`src/verilog/i2cam_pkg.sv`:
```
// Notes on behaviour
// - Slot three compared only when enabled
// - Slot three holds right-justified ten-bit address
// - Seven-bit mode compares bits 6-0 only
// - Protected fields change only under soft reset
// - Last bus address captured, read-only, resets zero
// - Cleared mask bits are don't-care in compare
// - Mask resets all ones, exact match
// - Target address used only as master
// - Target address right justified, seven or ten bits
// - Slot three transmit flag on empty buffer
`default_nettype none
package i2cam_pkg;
   // Register indices; byte address is four times the index
   localparam logic [9:0]  IDX_OA3    = 10'h1DA;
   localparam logic [9:0]  IDX_RXADDR = 10'h1DC;
   localparam logic [9:0]  IDX_MASK   = 10'h1DE;
   localparam logic [9:0]  IDX_TARGET = 10'h1E0;
   localparam logic [9:0]  IDX_CTRL   = 10'h1E2;
   localparam logic [9:0]  IDX_IRQST  = 10'h1E4;
   localparam logic [9:0]  IDX_IRQMSK = 10'h1E6;
   // Field positions
   localparam int          POS_EN     = 10;
   localparam int          POS_SWRST  = 0;
   localparam int          POS_MODE10 = 1;
   localparam int          POS_MASTER = 2;
   localparam int          POS_TXF3   = 0;
   localparam int          POS_HIT3   = 1;
   // Reset values
   localparam logic [9:0]  RST_OA3    = 10'h000;
   localparam logic [9:0]  RST_MASK   = 10'h3FF;
   localparam logic [9:0]  RST_TARGET = 10'h000;
   localparam logic [9:0]  RST_RXADDR = 10'h000;
   localparam logic        RST_SWRST  = 1'b1;
   localparam logic [1:0]  RST_IRQST  = 2'h1;
   // Compared bits per addressing mode
   localparam logic [9:0]  CMP_7BIT   = 10'h07F;
   localparam logic [9:0]  CMP_10BIT  = 10'h3FF;
   // AXI responses
   localparam logic [1:0]  RESP_OKAY   = 2'h0;
   localparam logic [1:0]  RESP_SLVERR = 2'h2;

   // Events from the bit-level engine
   typedef struct packed {
      logic       addr_valid; // Pulse: an address was received
      logic [9:0] addr;       // Received address, right justified
      logic       frame_end;  // Pulse: stop seen
      logic       tx_empty;   // Level: holding buffer empty
      logic       slave_mode; // Level: engine acts as slave
   } i2cam_evt_t;
endpackage : i2cam_pkg
`default_nettype wire

```
`src/verilog/i2cam_top.sv`:
```
`timescale 1ns/1ps
`default_nettype none
module i2cam_top #(
   parameter int AW = 12 // AXI address width
) (
   // Clock and reset
   input  wire logic                 mclk_in,
   input  wire logic                 rst_in,
   // AXI4-Lite write address and data
   input  wire logic [AW-1:0]        axi_awaddr_in,
   input  wire logic                 axi_awvalid_in,
   output logic                      axi_awready_out,
   input  wire logic [31:0]          axi_wdata_in,
   input  wire logic [3:0]           axi_wstrb_in,
   input  wire logic                 axi_wvalid_in,
   output logic                      axi_wready_out,
   // AXI4-Lite write response
   output logic [1:0]                axi_bresp_out,
   output logic                      axi_bvalid_out,
   input  wire logic                 axi_bready_in,
   // AXI4-Lite read
   input  wire logic [AW-1:0]        axi_araddr_in,
   input  wire logic                 axi_arvalid_in,
   output logic                      axi_arready_out,
   output logic [31:0]               axi_rdata_out,
   output logic [1:0]                axi_rresp_out,
   output logic                      axi_rvalid_out,
   input  wire logic                 axi_rready_in,
   // Engine side
   input  wire i2cam_pkg::i2cam_evt_t eng_evt_in,
   output logic                      slot3_match_out,
   output logic [9:0]                target_addr_value_out,
   output logic                      module_soft_reset_hold_out,
   output logic                      addr10_mode_out,
   output logic                      master_mode_out,
   // Interrupt
   output logic                      irq_out
);
   import i2cam_pkg::*;

   // Whole state of the block
   typedef struct packed {
      logic          aw_got;      // Write address held
      logic [AW-1:0] awaddr;
      logic          w_got;       // Write data held
      logic [31:0]   wdata;
      logic [3:0]    wstrb;
      logic          bvalid;
      logic [1:0]    bresp;
      logic          rvalid;
      logic [31:0]   rdata;
      logic [1:0]    rresp;
      logic [9:0]    oa3;         // own_addr_slot3_value
      logic          oa3_en;      // slot_match_enable
      logic [9:0]    rxaddr;      // last_seen_address
      logic [9:0]    mask;        // compare_mask_bits
      logic [9:0]    target;      // target_addr_value
      logic          swrst;       // module_soft_reset_hold
      logic          mode10;      // Ten-bit addressing
      logic          master;      // Master mode
      logic          seen;        // Slot three hit in this frame
      logic [1:0]    irq_st;      // Sticky events
      logic [1:0]    irq_msk;     // Event mask
   } i2cam_state_t;

   localparam i2cam_state_t ST_RESET = '{
      aw_got: 1'b0, awaddr: '0, w_got: 1'b0, wdata: 32'h0,
      wstrb: 4'h0, bvalid: 1'b0, bresp: RESP_OKAY, rvalid: 1'b0,
      rdata: 32'h0, rresp: RESP_OKAY, oa3: RST_OA3, oa3_en: 1'b0,
      rxaddr: RST_RXADDR, mask: RST_MASK, target: RST_TARGET,
      swrst: RST_SWRST, mode10: 1'b0, master: 1'b0, seen: 1'b0,
      irq_st: RST_IRQST, irq_msk: 2'h0};

   i2cam_state_t state_ff;   // Registered state
   i2cam_state_t nxt_state;  // Next state
   logic [9:0]   cmp_bits;   // Bits that take part in compare
   logic [9:0]   diff_bits;  // Mismatching compared bits
   logic         hit3;       // Slot three matched this cycle
   logic         txf3_set;   // Transmit flag event
   logic [1:0]   irq_set;    // Events this cycle
   logic [1:0]   irq_clr;    // Software clears this cycle

   // Merge a write into a 16-bit register by byte strobes
   // Lanes 2 and 3 carry nothing; upper halves always read zero
   function automatic logic [15:0] merge16(input logic [15:0] old,
                                           input logic [31:0] data,
                                           input logic [3:0]  strb);
      logic [15:0] res;
      res = old;
      if (strb[0]) begin
         res[7:0] = data[7:0];
      end
      if (strb[1]) begin
         res[15:8] = data[15:8];
      end
      return res;
   endfunction

   // Read mux over the register map
   // One function keeps the whole map in one place
   // Reserved bits read zero; an unmapped address answers SLVERR
   function automatic logic [32:0] rd_word(input i2cam_state_t s,
                                           input logic [AW-1:0] a);
      logic [32:0] r; // Bit 32 flags an unmapped address
      r = 33'h0;
      unique case (a)
         AW'({IDX_OA3, 2'b00}):    r[10:0] = {s.oa3_en, s.oa3};
         AW'({IDX_RXADDR, 2'b00}): r[9:0]  = s.rxaddr;
         AW'({IDX_MASK, 2'b00}):   r[9:0]  = s.mask;
         AW'({IDX_TARGET, 2'b00}): r[9:0]  = s.target;
         AW'({IDX_CTRL, 2'b00}):   r[2:0]  = {s.master, s.mode10, s.swrst};
         AW'({IDX_IRQST, 2'b00}):  r[1:0]  = s.irq_st;
         AW'({IDX_IRQMSK, 2'b00}): r[1:0]  = s.irq_msk;
         default:                  r[32]   = 1'b1;
      endcase
      return r;
   endfunction

   // Address compare for slot three
   always_comb begin
      // Seven-bit mode ignores bits 9-7
      cmp_bits  = state_ff.mode10 ? CMP_10BIT : CMP_7BIT;
      // Cleared mask bits drop out; all ones means exact match
      diff_bits = (eng_evt_in.addr ^ state_ff.oa3) & state_ff.mask & cmp_bits;
      // The live pulse is compared, so the hit shows one edge later
      // Disabled slot or held module never matches
      hit3 = eng_evt_in.addr_valid && state_ff.oa3_en && !state_ff.swrst
             && (diff_bits == 10'h000);
      // Transmit flag needs this frame's hit and an empty buffer
      txf3_set = eng_evt_in.tx_empty && eng_evt_in.slave_mode
                 && state_ff.seen && !state_ff.swrst;
      // Both events go to the sticky status register
      irq_set           = 2'h0;
      irq_set[POS_TXF3] = txf3_set;
      irq_set[POS_HIT3] = hit3;
   end

   // Next state
   // Each write channel is taken once and answered when both halves are held;
   // both are released as the response rises, and the next pair is written only after it retires
   always_comb begin
      logic [15:0] wv;  // Merged write value
      logic [32:0] rw;  // Read word with unmapped flag
      logic        do_wr;
      nxt_state = state_ff;
      wv        = 16'h0;
      rw        = 33'h0;
      irq_clr   = 2'h0;
      do_wr     = state_ff.aw_got && state_ff.w_got && !state_ff.bvalid;
      // Address and data are taken in either order
      if (axi_awvalid_in && !state_ff.aw_got) begin
         nxt_state.aw_got = 1'b1;
         nxt_state.awaddr = axi_awaddr_in;
      end
      if (axi_wvalid_in && !state_ff.w_got) begin
         nxt_state.w_got = 1'b1;
         nxt_state.wdata = axi_wdata_in;
         nxt_state.wstrb = axi_wstrb_in;
      end
      // Response retires on bready
      if (state_ff.bvalid && axi_bready_in) begin
         nxt_state.bvalid = 1'b0;
      end
      // Register write once both halves are held
      if (do_wr) begin
         nxt_state.aw_got = 1'b0;
         nxt_state.w_got  = 1'b0;
         nxt_state.bvalid = 1'b1;
         nxt_state.bresp  = RESP_OKAY;
         unique case (state_ff.awaddr)
            AW'({IDX_OA3, 2'b00}): begin
               wv = merge16({5'h0, state_ff.oa3_en, state_ff.oa3},
                            state_ff.wdata, state_ff.wstrb);
               // Outside soft reset the write is dropped silently
               if (state_ff.swrst) begin
                  nxt_state.oa3    = wv[9:0];
                  nxt_state.oa3_en = wv[POS_EN];
               end
            end
            AW'({IDX_RXADDR, 2'b00}): begin
               // Read-only, write ignored
               nxt_state.bresp = RESP_OKAY;
            end
            AW'({IDX_MASK, 2'b00}): begin
               wv = merge16({6'h0, state_ff.mask}, state_ff.wdata, state_ff.wstrb);
               if (state_ff.swrst) begin
                  nxt_state.mask = wv[9:0];
               end
            end
            AW'({IDX_TARGET, 2'b00}): begin
               // Not protected: it is only used while acting as master
               wv = merge16({6'h0, state_ff.target}, state_ff.wdata, state_ff.wstrb);
               nxt_state.target = wv[9:0];
            end
            AW'({IDX_CTRL, 2'b00}): begin
               // Never protected, or soft reset could not be left again
               if (state_ff.wstrb[0]) begin
                  nxt_state.swrst  = state_ff.wdata[POS_SWRST];
                  nxt_state.mode10 = state_ff.wdata[POS_MODE10];
                  nxt_state.master = state_ff.wdata[POS_MASTER];
               end
            end
            AW'({IDX_IRQST, 2'b00}): begin
               // Write one to clear
               if (state_ff.wstrb[0]) begin
                  irq_clr = state_ff.wdata[1:0];
               end
            end
            AW'({IDX_IRQMSK, 2'b00}): begin
               // The level output follows the new mask one edge later
               if (state_ff.wstrb[0]) begin
                  nxt_state.irq_msk = state_ff.wdata[1:0];
               end
            end
            default: begin
               nxt_state.bresp = RESP_SLVERR;
            end
         endcase
      end
      // Read: one outstanding, data registered
      // A new read waits until the previous answer is taken
      if (state_ff.rvalid && axi_rready_in) begin
         nxt_state.rvalid = 1'b0;
      end
      if (axi_arvalid_in && !state_ff.rvalid) begin
         rw               = rd_word(state_ff, axi_araddr_in);
         nxt_state.rvalid = 1'b1;
         nxt_state.rdata  = rw[31:0];
         nxt_state.rresp  = rw[32] ? RESP_SLVERR : RESP_OKAY;
      end
      // Every address seen on the bus is recorded
      if (eng_evt_in.addr_valid) begin
         nxt_state.rxaddr = eng_evt_in.addr;
      end
      // Frame hit memory; a new hit wins over the stop
      // Soft reset forgets the hit too, so a new setup starts clean
      if (eng_evt_in.frame_end || state_ff.swrst) begin
         nxt_state.seen = 1'b0;
      end
      if (hit3) begin
         nxt_state.seen = 1'b1;
      end
      // Set wins over a clear in the same cycle
      nxt_state.irq_st = (state_ff.irq_st & ~irq_clr) | irq_set;
   end

   // State register
   // Synchronous reset; the soft reset hold comes up set
   always_ff @(posedge mclk_in) begin
      if (rst_in) begin
         state_ff <= ST_RESET;
      end else begin
         state_ff <= nxt_state;
      end
   end

   // Bus handshakes
   // A ready is low while its channel already holds an item
   assign axi_awready_out = !state_ff.aw_got;
   assign axi_wready_out  = !state_ff.w_got;
   assign axi_arready_out = !state_ff.rvalid;
   assign axi_bvalid_out  = state_ff.bvalid;
   assign axi_bresp_out   = state_ff.bresp;
   assign axi_rvalid_out  = state_ff.rvalid;
   assign axi_rdata_out   = state_ff.rdata;
   assign axi_rresp_out   = state_ff.rresp;

   // Engine outputs; target is zero unless acting as master
   assign target_addr_value_out = state_ff.master
                                  ? (state_ff.target & (state_ff.mode10 ? CMP_10BIT : CMP_7BIT))
                                  : 10'h000;
   assign slot3_match_out            = state_ff.seen;
   assign module_soft_reset_hold_out = state_ff.swrst;
   assign addr10_mode_out            = state_ff.mode10;
   assign master_mode_out            = state_ff.master;
   // Level interrupt while any unmasked flag stands
   assign irq_out = |(state_ff.irq_st & state_ff.irq_msk);
endmodule // i2cam_top
`default_nettype wire

```
`config.mk`:
```
export PLATFORM = sky130hd
export DESIGN_NAME = i2cam_top
export DESIGN_NICKNAME = d
export VERILOG_FILES = /design/src/verilog/i2cam_pkg.sv /design/src/verilog/i2cam_top.sv
export SDC_FILE = /design/constraint.sdc
export NUM_CORES = 1
export LEC_CHECK = 0
export BUFFER_PORTS_ARGS = -buffer_cell sky130_fd_sc_hd__buf_2
export CAP_MARGIN = 20
export CORE_MARGIN = 5
export CORE_UTILIZATION = 51
export CTS_CLUSTER_SIZE = 28
export DETAILED_ROUTE_END_ITERATION = 7
export PLACE_DENSITY = 0.8
export RECOVER_POWER = 50
export SYNTH_ARGS = -nofsm -noshare
export SYNTH_HDL_FRONTEND = slang
export SYNTH_SLANG_ARGS = --single-unit
```
`constraint.sdc`:
```
create_clock -name mclk_in -period 1.6 [get_ports mclk_in]
set_input_delay 0.16 -clock mclk_in [delete_from_list [all_inputs] [get_ports mclk_in]]
set_output_delay 0.16 -clock mclk_in [all_outputs]
set_load 0.02 [all_outputs]
```
# Yosys cells after proc, flatten, opt, wreduce, memory -nomap -nowiden
# Cells that the tools add are included.
# classes
add_sub_neg	0
mul	0
n_div	0
magnitude_cmp	0
n_eq_ne	14
shifts	0
n_mux	19
bitwise	8
n_reduce_logical	35
# op_table
operator	count
$eq A12 B11 Y1 const B	14
$mux W35	1
$and A10 B10 Y10	3
$pmux W7 S4	1
$mux W10	2
$reduce_and A4 Y1	4
$pmux W2 S7	1
$reduce_or A7 Y1	2
$logic_and A1 B1 Y1	13
$reduce_and A3 Y1	4
$logic_not A10 Y1	1
$mux W2	5
$xor A10 B10 Y10	1
$mux W1	7
$reduce_bool A2 Y1	3
$logic_not A1 Y1	5
$pmux W1 S5	1
$and A2 B2 Y2	2
$reduce_or A2 Y1	2
$mux W3	1
$not A2 Y2	1
$or A2 B2 Y2	1
$logic_or A1 B1 Y1	1
# totals
ff_bits	93
latchBits	0
ramBits	0
romBits	0
inputBits	81
out_inout_bits	56
word_cells	100
n_memories	0

# Longest topological paths before layout
# Gate-level depths: netlist of run 1.
# logic_depth
depth_word	6
ltp_mapped	6

# Worst setup path after synthesis of run 1
# OpenSTA, ideal clock, no wires.
# synth_timing
kind	register to register
start	register state_ff, in the netlist axi_bvalid_out
end	register state_ff[40] (netlist bit)
arrival_ns	1.546
setup_slack_ns	-0.017
path_stages_with_launch	6
path_buffers	1
path_cell_list	dfxtp_1 nand3b_1 nor4_4 and3_1 buf_4 mux2i_1
# synth_via
elab_chain_cells	3
# synth_rtl
element	line	rtl
start, declared	i2cam_top.sv:74	i2cam_state_t state_ff;
start signal, assigned	i2cam_top.sv:253	state_ff <= nxt_state;
$logic_not A1 Y1	i2cam_top.sv:149	do_wr = state_ff.aw_got && state_ff.w_got && !state_ff.bvalid;
$logic_and A1 B1 Y1	i2cam_top.sv:149	
$reduce_and A4 Y1 (no source line)	--	
# No other way between the ends.
# A chain may end at the register's enable or synchronous reset.

# Final worst setup path of run 1
# layout_timing
start	register state_ff[125] (netlist bit)
end	register state_ff[46] (netlist bit)
# layout_via
elab_chain_cells	2
# layout_rtl
element	line	rtl
$eq A12 B11 Y1	i2cam_top.sv:170	unique case (state_ff.awaddr)
$reduce_and A4 Y1 (no source line)	--	
# No other way between the ends.

==> flow_metrics.py, run 1 <==
metrics = {
    "floorplan": {
        "start_util_pct": 51.65,
        "dieArea_um2": 10670,
        "ioPinCount": 137,
        "design.core.area_um2": 8593,
        "dieHeight_um": 103.3,
        "die_w_um": 103.3,
        "row_count": 34,
    },
    "layout": {
        "final_common_cell": "nand2_1",
        "fillers": 773,
        "multi_input_area_um2": 2333,
        "register_area_um2": 1827,
        "diodes": 0,
        "area_delta_synth_final_pct": 18.16,
        "design_area_um2": 5244,
        "drive_gt1_share_pct": 25.54,
        "fin_nets": 679,
        "most-common-layout-cells": "nand2_1, dfxtp_1, buf_2, mux2i_1, nor2_1",
    },
    "drt": {
        "vias": 3786,
        "detail-route-antenna-nets": 0,
        "drc": 0,
        "drtIter0Drc": 177,
        "drt-total-wl_mm": 11.18,
        "post_drt_wl_per_cell_um": 15.73,
        "viasPerCell": 5.325,
        "drt_pass1_iterations": 5,
    },
    "synthesis": {
        "synthCells": 507,
        "synth_flop_cell": "dfxtp_1",
        "synthMuxAreaShare_pct": 13.48,
        "synth_compound_area_share_pct": 11.87,
        "synth-seq-cells": 91,
        "syn-cell-area_um2": 4438,
        "synthAdderAreaFrac_pct": 0,
        "synth_top_family_by_area": "simple AND/OR/NAND/NOR gates",
        "yosysTopAreaCellShare_pct": 41.05,
        "yosys.area_share.simple_pct": 21.99,
        "synth-warning-count": 0,
        "yosys.area.top_type": "dfxtp_1",
        "async_reset_ff_share_pct": 0,
        "yosysSeqAreaShare_pct": 41.05,
        "synthXorXnorAreaFrac_pct": 1.973,
        "syn_area_per_cell_um2": 8.753,
        "synth_enable_flop_cells": 0,
        "ys_top_cells_by_area": "dfxtp_1, mux2i_1, nand2_1",
        "synth_cell_type_count": 57,
    },
    "run": {
        "drv_cap": 0,
    },
    "critical_path": {
        "worst_r2r_endpoint": "state_ff[46]",
        "critPathKind": "reg -> reg",
        "endpoint_kind": "flip-flop",
        "crit_required_ns": 1.88,
        "timing.rr.start": "state_ff[125]",
        "worst-path-max-fanout": 8,
        "arrival_ns": 1.94,
        "start_kind": "flip-flop",
        "rrSetupSlack_ns": -0.06,
        "r2r_cells": 5,
        "startpoint": "state_ff[125]",
    },
    "sta": {
        "maxSlewViolCount": 0,
        "clock.fmax_ghz": 0.6028,
        "period_share_pct": 103.7,
        "hold_viol_final": 0,
        "worstMarginPinSlew_ns": 0.9839,
        "setup_viol": 3,
        "fin_ws_ns": -0.05892,
        "finClkSkew_ns": 0.01100,
        "rsz0062_at_grt": "yes",
        "period_needed_ns": 1.659,
        "slew_headroom_pct": 34.41,
        "hold_slack_ns": 0.01913,
    },
    "grt": {
        "grt_max_degree": 51,
        "gr-total-overflow": 0,
        "use_met1_pct": 26.83,
        "antenna_found_initial": 0,
        "grt.busiest_layer": "met2",
        "grt.met2_usage_pct": 35.57,
        "grt_pass1_vias": 3730,
        "use_met3_pct": 5.500,
        "track_usage_pct": 21.28,
        "grt_first_pass_wirelength_mm": 17.71,
    },
    "clock_network": {
        "cts_made_buffers": 9,
        "cts_tree": "built",
        "path_clk_slew_ns": 0.09,
        "insertion_delay_ns": 0.37,
        "cts.path.max_buffers": 2,
        "htree_num_levels": 3,
        "cts_sinks": 91,
        "cts_root_buffer": "clkbuf_8",
    },
    "hold_path": {
        "hold_path.class": "in -> reg",
        "holdPathEnd": "state_ff[126]",
        "whs_path_depth": 3,
        "hold_start": "axi_awaddr_in[2]",
    },
    "outcome": {
        "violations": "negative setup slack",
        "status": "finished, violations left",
    },
    "pwr": {
        "peakVddDrop_v": 0.0004659,
        "leakagePower_nw": 2.227,
        "powerDensity_nw_per_um2": 862.6,
    },
    "placed_design": {
        "gp_congestion": 0.8850,
        "port_buffers": 90,
        "place_hpwl_mm": 8.359,
        "placed_cell_area_um2": 4952,
    },
}
[what timing repair did]
action	in CTS	in global routing
setup endpoints to repair	28	40
endpoints found under the hold margin	0	2
setup buffers	2	1
resized for setup	9	13
hold buffers	0	2
pin swaps	1	5
[per-layer routing]
layer | part of all wire [%] | vias up
met5 | 0 | -
met4 | 2.0 | 0
met3 | 7.4 | 22
met2 | 49 | 147
met1 | 41 | 1752
li1 | - | 1865
[worst max-delay path, stage by stage, from the launching register on]
cell	delay, ns
dfxtp_2	0.33
or3_4	0.42
nor4_4	0.21
and3_4	0.24
buf_12	0.13
mux2i_2	0.23
[layout make-up]
cell class	count	area share [%]
Clock buffer	9	2.362
Clock inverter	7	1.551
Inverter	8	0.5727
Multi-Input combinational cell	366	44.50
Sequential cell	91	34.84
Tap cell	108	2.577
Timing Repair Buffer	122	13.60
[how the worst max path moves through the flow]
stage / endpoint / slack (ns) / cells after the start
CTS: state_ff[46] / -0.11 / 5
global route: state_ff[46] / -0.17 / 6
floorplan: state_ff[18] / 0.006 / 5
detailed placement: state_ff[8] / -0.10 / 5
finish: state_ff[46] / -0.06 / 5
global placement: state_ff[14] / -0.04 / 5
[power breakdown]
part	internal (W)	switching [W]	leakage [nW]
Combinational	0.000203	0.000306	1.38
Sequential	0.00233	0.0000526	0.742
Clock	0.000753	0.000881	0.107
[kinds of logic (layout without fill, tap and decap cells)]
kind of cell | count (synthesis) | after routing
mux | 56 | 56
other cells | 1 | 23
buf+inv | 72 | 146
flops | 91 | 91
simple gates | 197 | 197
xor+xnor | 10 | 10
compound gates | 80 | 80
[flip-flops by register name (all words and copies together), names as in the netlist]
name,cells
axi_bvalid_out,1
axi_rdata_out,11
axi_bresp_out,1
axi_rvalid_out,1
addr10_mode_out,1
slot3_match_out,1
state_ff,72
axi_rresp_out,1
master_mode_out,1
module_soft_reset_hold_out,1
[synthesized netlist by cell type (4+ instances only)]
cell type  instances
a21oi_1           32
a22o_1             9
a22oi_1           11
and2_1             7
and3_1             7
buf_4             38
clkbuf_1          20
dfxtp_1           91
inv_1              8
mux2_2            10
mux2i_1           44
nand2_1           96
nand2b_1           4
nand3_1            6
nand4_1            4
nor2_1            38
nor2b_1            6
nor3_1             6
o21ai_0            4
o21ai_1            7
xor2_1            10
[through the flow]
step           utilization (%)  setup slack (ns)  std cells   TNS, ns  total power, W
2_1_floorplan                -          0.005633        529         0        0.002797
3_3_place_gp             57.63          -0.03888        690   -0.5958        0.002910
3_5_place_dp             57.63           -0.1027        690    -2.318        0.002929
4_1_cts                  60.47           -0.1096        708   -0.4163        0.004539
5_1_grt                  61.02           -0.1677        711    -2.773        0.004713
6_report                 61.02          -0.05892        711  -0.08723        0.004523
No activity file was read; power rests on OpenSTA's default activity.
==> run 2, diff against run 1 <==
--- a/config.mk
+++ b/config.mk
@@ -13,6 +13,7 @@
 export DETAILED_ROUTE_END_ITERATION = 7
 export PLACE_DENSITY = 0.8
 export RECOVER_POWER = 50
+export SETUP_SLACK_MARGIN = 0.2
 export SYNTH_ARGS = -nofsm -noshare
 export SYNTH_HDL_FRONTEND = slang
 export SYNTH_SLANG_ARGS = --single-unit
==> flow_metrics.py, run 2 (synthesized netlist as in run 1, its figures left out) <==
metrics = {
    "clock_network": {
        "insertion_delay_ns": 0.36,
        "cts.path.max_buffers": 2,
        "ctsHoldBuffers": 0,
        "path_clk_slew_ns": 0.09,
        "cts_root_buffer": "clkbuf_8",
        "cts_tree": "built",
        "cts_sinks": 91,
        "htree_num_levels": 3,
        "cts_made_buffers": 9,
    },
    "grt": {
        "grt_first_pass_wirelength_mm": 18.22,
        "gr-total-overflow": 0,
        "grt_pass1_vias": 3813,
        "track_usage_pct": 21.54,
        "grt_max_degree": 38,
        "antenna_found_initial": 0,
    },
    "run": {
        "drv_cap": 0,
    },
    "layout": {
        "final_common_cell": "nand2_1",
        "register_area_um2": 1832,
        "largest_reg_flops": 72,
        "design_area_um2": 5281,
        "stdcell_count": 710,
        "diodes": 0,
        "area_delta_synth_final_pct": 19.00,
        "fillers": 745,
        "most-common-layout-cells": "nand2_1, dfxtp_1, buf_2, mux2i_1, nor2_1",
        "multi_input_area_um2": 2374,
        "fin_nets": 678,
        "drive_gt1_share_pct": 26.74,
        "regMostFlops": "state_ff",
    },
    "pwr": {
        "leakagePower_nw": 2.219,
        "powerDensity_nw_per_um2": 841.0,
        "peakVddDrop_v": 0.0004883,
    },
    "sta": {
        "maxSlewViolCount": 0,
        "clock.fmax_ghz": 0.6177,
        "rsz0062_at_grt": "yes",
        "slew_headroom_pct": 54.42,
        "finClkSkew_ns": 0.01403,
        "period_share_pct": 101.2,
        "worstMarginPinSlew_ns": 0.6836,
        "setup_viol": 8,
        "hold_viol_final": 0,
        "period_needed_ns": 1.619,
        "fin_ws_ns": -0.01891,
    },
    "drt": {
        "drtIter0Drc": 198,
        "drt-total-wl_mm": 11.22,
        "post_drt_wl_per_cell_um": 15.80,
        "vias": 3824,
        "drt_pass1_iterations": 5,
        "viasPerCell": 5.386,
        "detail-route-antenna-nets": 0,
        "drc": 0,
    },
    "hold_path": {
        "hold_path.class": "in -> reg",
        "hold_start": "axi_wvalid_in",
    },
    "critical_path": {
        "crit_required_ns": 1.44,
        "timing.rr.start": "state_ff[126]",
        "worst_r2r_endpoint": "state_ff[25]",
        "startpoint": "master_mode_out",
        "worst-path-max-fanout": 13,
        "r2r_cells": 5,
        "critPathKind": "reg -> out",
        "start_kind": "flip-flop",
        "crit_end": "target_addr_value_out[8]",
        "endpoint_kind": "output port",
        "rrSetupSlack_ns": -0.02,
        "arrival_ns": 1.46,
    },
    "floorplan": {
        "row_count": 34,
        "die_w_um": 103.3,
        "dieHeight_um": 103.3,
        "start_util_pct": 51.65,
        "dieArea_um2": 10670,
        "ioPinCount": 137,
        "design.core.area_um2": 8593,
    },
    "placed_design": {
        "placed_cell_area_um2": 4964,
        "port_buffers": 90,
        "gp_congestion": 0.9143,
        "place_hpwl_mm": 8.344,
        "placedCellCount": 691,
    },
    "outcome": {
        "violations": "negative setup slack",
        "status": "finished, violations left",
    },
}
-- run 2: cell types whose count changed in the layout (fill, tap and decap cells not counted), moves of 2 or more --
cell           delta
o21ai_0           -2
dlygate4sd3_1     -2
buf_6             +3
inv_6             -4
o21ai_1           +2
dfxtp_1           -2
clkbuf_1          +2
-- run 2: critical path, stage by stage, from the launching register on --
cell and delay, ns:
dfxtp_1 0.64, and3_1 0.29, buf_2 0.19
-- run 2: layout make-up --
| class | instances | share of cell area, % |
|---|---|---|
| Tap cell | 108 | 2.559 |
| Multi-Input combinational cell | 366 | 44.94 |
| Inverter | 8 | 0.5686 |
| Timing Repair Buffer | 121 | 13.53 |
| Clock buffer | 12 | 2.748 |
| Sequential cell | 91 | 34.68 |
| Clock inverter | 4 | 0.9713 |
-- run 2: repair_timing --
action | 4_1_cts | 5_1_grt
setup buffers | 3 | 0
pin swaps | 4 | 7
resized for setup | 26 | 13
setup endpoints to repair | 57 | 44
-- run 2: power by group --
part           internal, W  switching, W  total, W
clock             0.000767      0.000778   0.00154
sequential         0.00233     0.0000560   0.00238
combinational     0.000206      0.000309  0.000515
total              0.00330       0.00114   0.00444
-- run 2: how the worst min path moves through the flow --
stage	endpoint	depth (start not counted)
CTS	state_ff[133]	3
finish	state_ff[123]	2
detailed placement	state_ff[123]	2
floorplan	state_ff[123]	1
global route	state_ff[133]	3
global placement	state_ff[136]	2
-- run 2: through the flow --
step / util, % / power, W / hold WS [ns] / setup slack, ns / TNS, ns
6_report: 61.46 / 0.004442 / 0.02783 / -0.01891 / -0.08639
3_5_place_dp: 57.76 / 0.002932 / 0.3995 / -0.09699 / -2.352
5_1_grt: 61.46 / 0.004625 / 0.02366 / -0.1303 / -2.204
4_1_cts: 61.47 / 0.004461 / 0.01717 / -0.05741 / -0.2591
2_1_floorplan: - / 0.002796 / 0.2702 / 0.01085 / 0
3_3_place_gp: 57.76 / 0.002915 / 0.3797 / -0.1120 / -0.8648
-- run 2: routing by layer --
metal  global-route usage [%]  share of wire, %
met5                        0                 0
met4                    7.072               1.9
met3                    4.158               8.3
met2                    35.92                48
met1                    28.10                42
==> run 3, diff against run 2 <==
--- a/config.mk
+++ b/config.mk
@@ -7,6 +7,7 @@
 export LEC_CHECK = 0
 export BUFFER_PORTS_ARGS = -buffer_cell sky130_fd_sc_hd__buf_2
 export CAP_MARGIN = 20
+export CORE_ASPECT_RATIO = 0.75
 export CORE_MARGIN = 5
 export CORE_UTILIZATION = 51
 export CTS_CLUSTER_SIZE = 28
==> flow_metrics.py, run 3 (synthesized netlist as in run 1, its figures left out) <==
metrics = {
    "outcome": {
        "status": "finished, violations left",
        "violations": "negative setup slack",
    },
    "grt": {
        "grt_pass1_vias": 3831,
        "antenna_found_initial": 0,
        "track_usage_pct": 21.17,
        "grt_first_pass_wirelength_mm": 18.81,
        "gr-total-overflow": 0,
        "grt_max_degree": 64,
    },
    "layout": {
        "regMostFlops": "state_ff",
        "area_delta_synth_final_pct": 20.44,
        "most-common-layout-cells": "nand2_1, dfxtp_1, buf_2, mux2i_1, nor2_1",
        "diodes": 0,
        "fin_nets": 670,
        "largest_reg_flops": 72,
        "drive_gt1_share_pct": 25.59,
        "final_common_cell": "nand2_1",
    },
    "clock_network": {
        "insertion_delay_ns": 0.34,
        "path_clk_slew_ns": 0.07,
        "cts_root_buffer": "clkbuf_16",
        "cts_tree": "built",
        "cts_sinks": 91,
        "cts.path.max_buffers": 2,
        "htree_num_levels": 3,
        "cts_made_buffers": 9,
    },
    "drt": {
        "post_drt_wl_per_cell_um": 16.55,
        "drc": 0,
        "drt_pass1_iterations": 6,
        "drt-total-wl_mm": 11.62,
        "vias": 3827,
        "viasPerCell": 5.452,
        "detail-route-antenna-nets": 0,
        "drtIter0Drc": 329,
    },
    "pwr": {
        "combPwrFrac_pct": 9.9,
        "power.internal_w": 0.003922,
        "pwr-share-seq_pct": 45.8,
        "p_sw_w": 0.001291,
        "p_total_w": 0.005212,
        "leakagePower_nw": 2.244,
        "powerDensity_nw_per_um2": 975.1,
        "clkPwrFrac_pct": 44.3,
        "peakVddDrop_v": 0.0006404,
        "switching_share_pct": 24.76,
    },
    "critical_path": {
        "worstPathCellList": "nand3b_1 -> buf_6 -> nor4_4 -> and3_4 -> buf_12 -> mux2i_1",
        "cpLargestDelayFamily": "simple AND/OR/NAND/NOR gates",
        "slowest_delay_ns": 0.34,
        "crit_required_ns": 1.86,
        "arrival_ns": 1.93,
        "r2r_cells": 6,
        "start_kind": "flip-flop",
        "worst-path-max-fanout": 8,
        "crit_buf_inv": 2,
        "crit_slowest_cell": "dfxtp_4",
        "critPathKind": "reg -> reg",
        "endpoint_kind": "flip-flop",
        "path_depth": 6,
    },
    "floorplan": {
        "dieArea_um2": 10690,
        "design.core.area_um2": 8491,
        "dieHeight_um": 90.79,
        "die_w_um": 117.7,
        "ioPinCount": 137,
        "start_util_pct": 52.27,
        "row_count": 29,
    },
    "sta": {
        "worstMarginPinSlew_ns": 0.7141,
        "finClkSkew_ns": 0.01162,
        "period_needed_ns": 1.669,
        "setup_viol": 26,
        "hold_viol_final": 0,
        "clock.fmax_ghz": 0.5991,
        "hold_slack_ns": 0.03821,
        "fin_ws_ns": -0.06921,
        "period_share_pct": 104.3,
        "slew_headroom_pct": 52.40,
        "rsz0062_at_grt": "yes",
        "maxSlewViolCount": 0,
    },
    "placed_design": {
        "place_hpwl_mm": 8.432,
        "gp_congestion": 0.8695,
        "port_buffers": 90,
        "post-place-ws_ns": -0.09701,
    },
    "hold_path": {
        "hold_path.class": "in -> reg",
        "whs_path_depth": 2,
    },
    "run": {
        "drv_cap": 0,
    },
}
run 3: cell count changes in the layout (fill, tap and decap cells not counted), moves of 2 or more:
cell,previous run,this run
inv_6,0,5
clkbuf_16,0,9
clkbuf_8,10,0
dfxtp_1,85,87
buf_4,22,14
dfxtp_2,5,3
run 3: power by group through the flow:
stage          registers, W  clock network [W]  logic, W
2_1_floorplan       0.00241                  0  0.000383
3_3_place_gp        0.00243                  0  0.000494
3_5_place_dp        0.00243                  0  0.000506
4_1_cts             0.00238            0.00235  0.000515
5_1_grt             0.00239            0.00244  0.000564
6_report            0.00239            0.00231  0.000515
run 3: final timing paths:
| kind | startpoint | slack (ns) | endpoint |
|---|---|---|---|
| min | axi_awvalid_in | 0.04 | state_ff[136] |
| max reg2reg | axi_bvalid_out | -0.07 | state_ff[45] |
| min reg2reg | axi_rdata_out[3] | 0.45 | axi_rdata_out[3] |
| max | axi_bvalid_out | -0.07 | state_ff[45] |
run 3: per-layer routing:
metal  vias to the layer above  global-route usage, %  wire length (µm)
met2                       164                  33.47              5285
met4                         0                  4.680                92
li1                       1851                      -                 -
met3                        11                  7.451              1094
met1                      1801                  27.93              5145
met5                         -                      0                 0
run 3: layout make-up:
class                   instances  area, µm²
repair buffers                113      648.1
well taps                     108      135.1
fillers                       728       3146
clock inverters                 7      103.9
clock buffers                   9      225.2
inverters                       8      30.03
flip-flops and latches         91       1829
multi-input cells             366       2374
run 3: repair_timing:
| action | in CTS | in global routing |
|---|---|---|
| hold endpoints to repair | 0 | 0 |
| resized for setup | 12 | 24 |
| pin swaps | 5 | 4 |
| hold buffers | 0 | 0 |
| endpoints found under the setup margin | 56 | 46 |
| setup buffers | 3 | 3 |
run 3: through the flow:
stage	TNS, ns	utilization (%)	instances	cell area (µm²)
2_1_floorplan	0	-	529	4532
3_3_place_gp	-0.2917	57.63	680	4893
3_5_place_dp	-1.515	57.63	680	4893
4_1_cts	0	62.33	699	5293
5_1_grt	-2.789	62.95	702	5345
6_report	-0.4358	62.95	702	5345
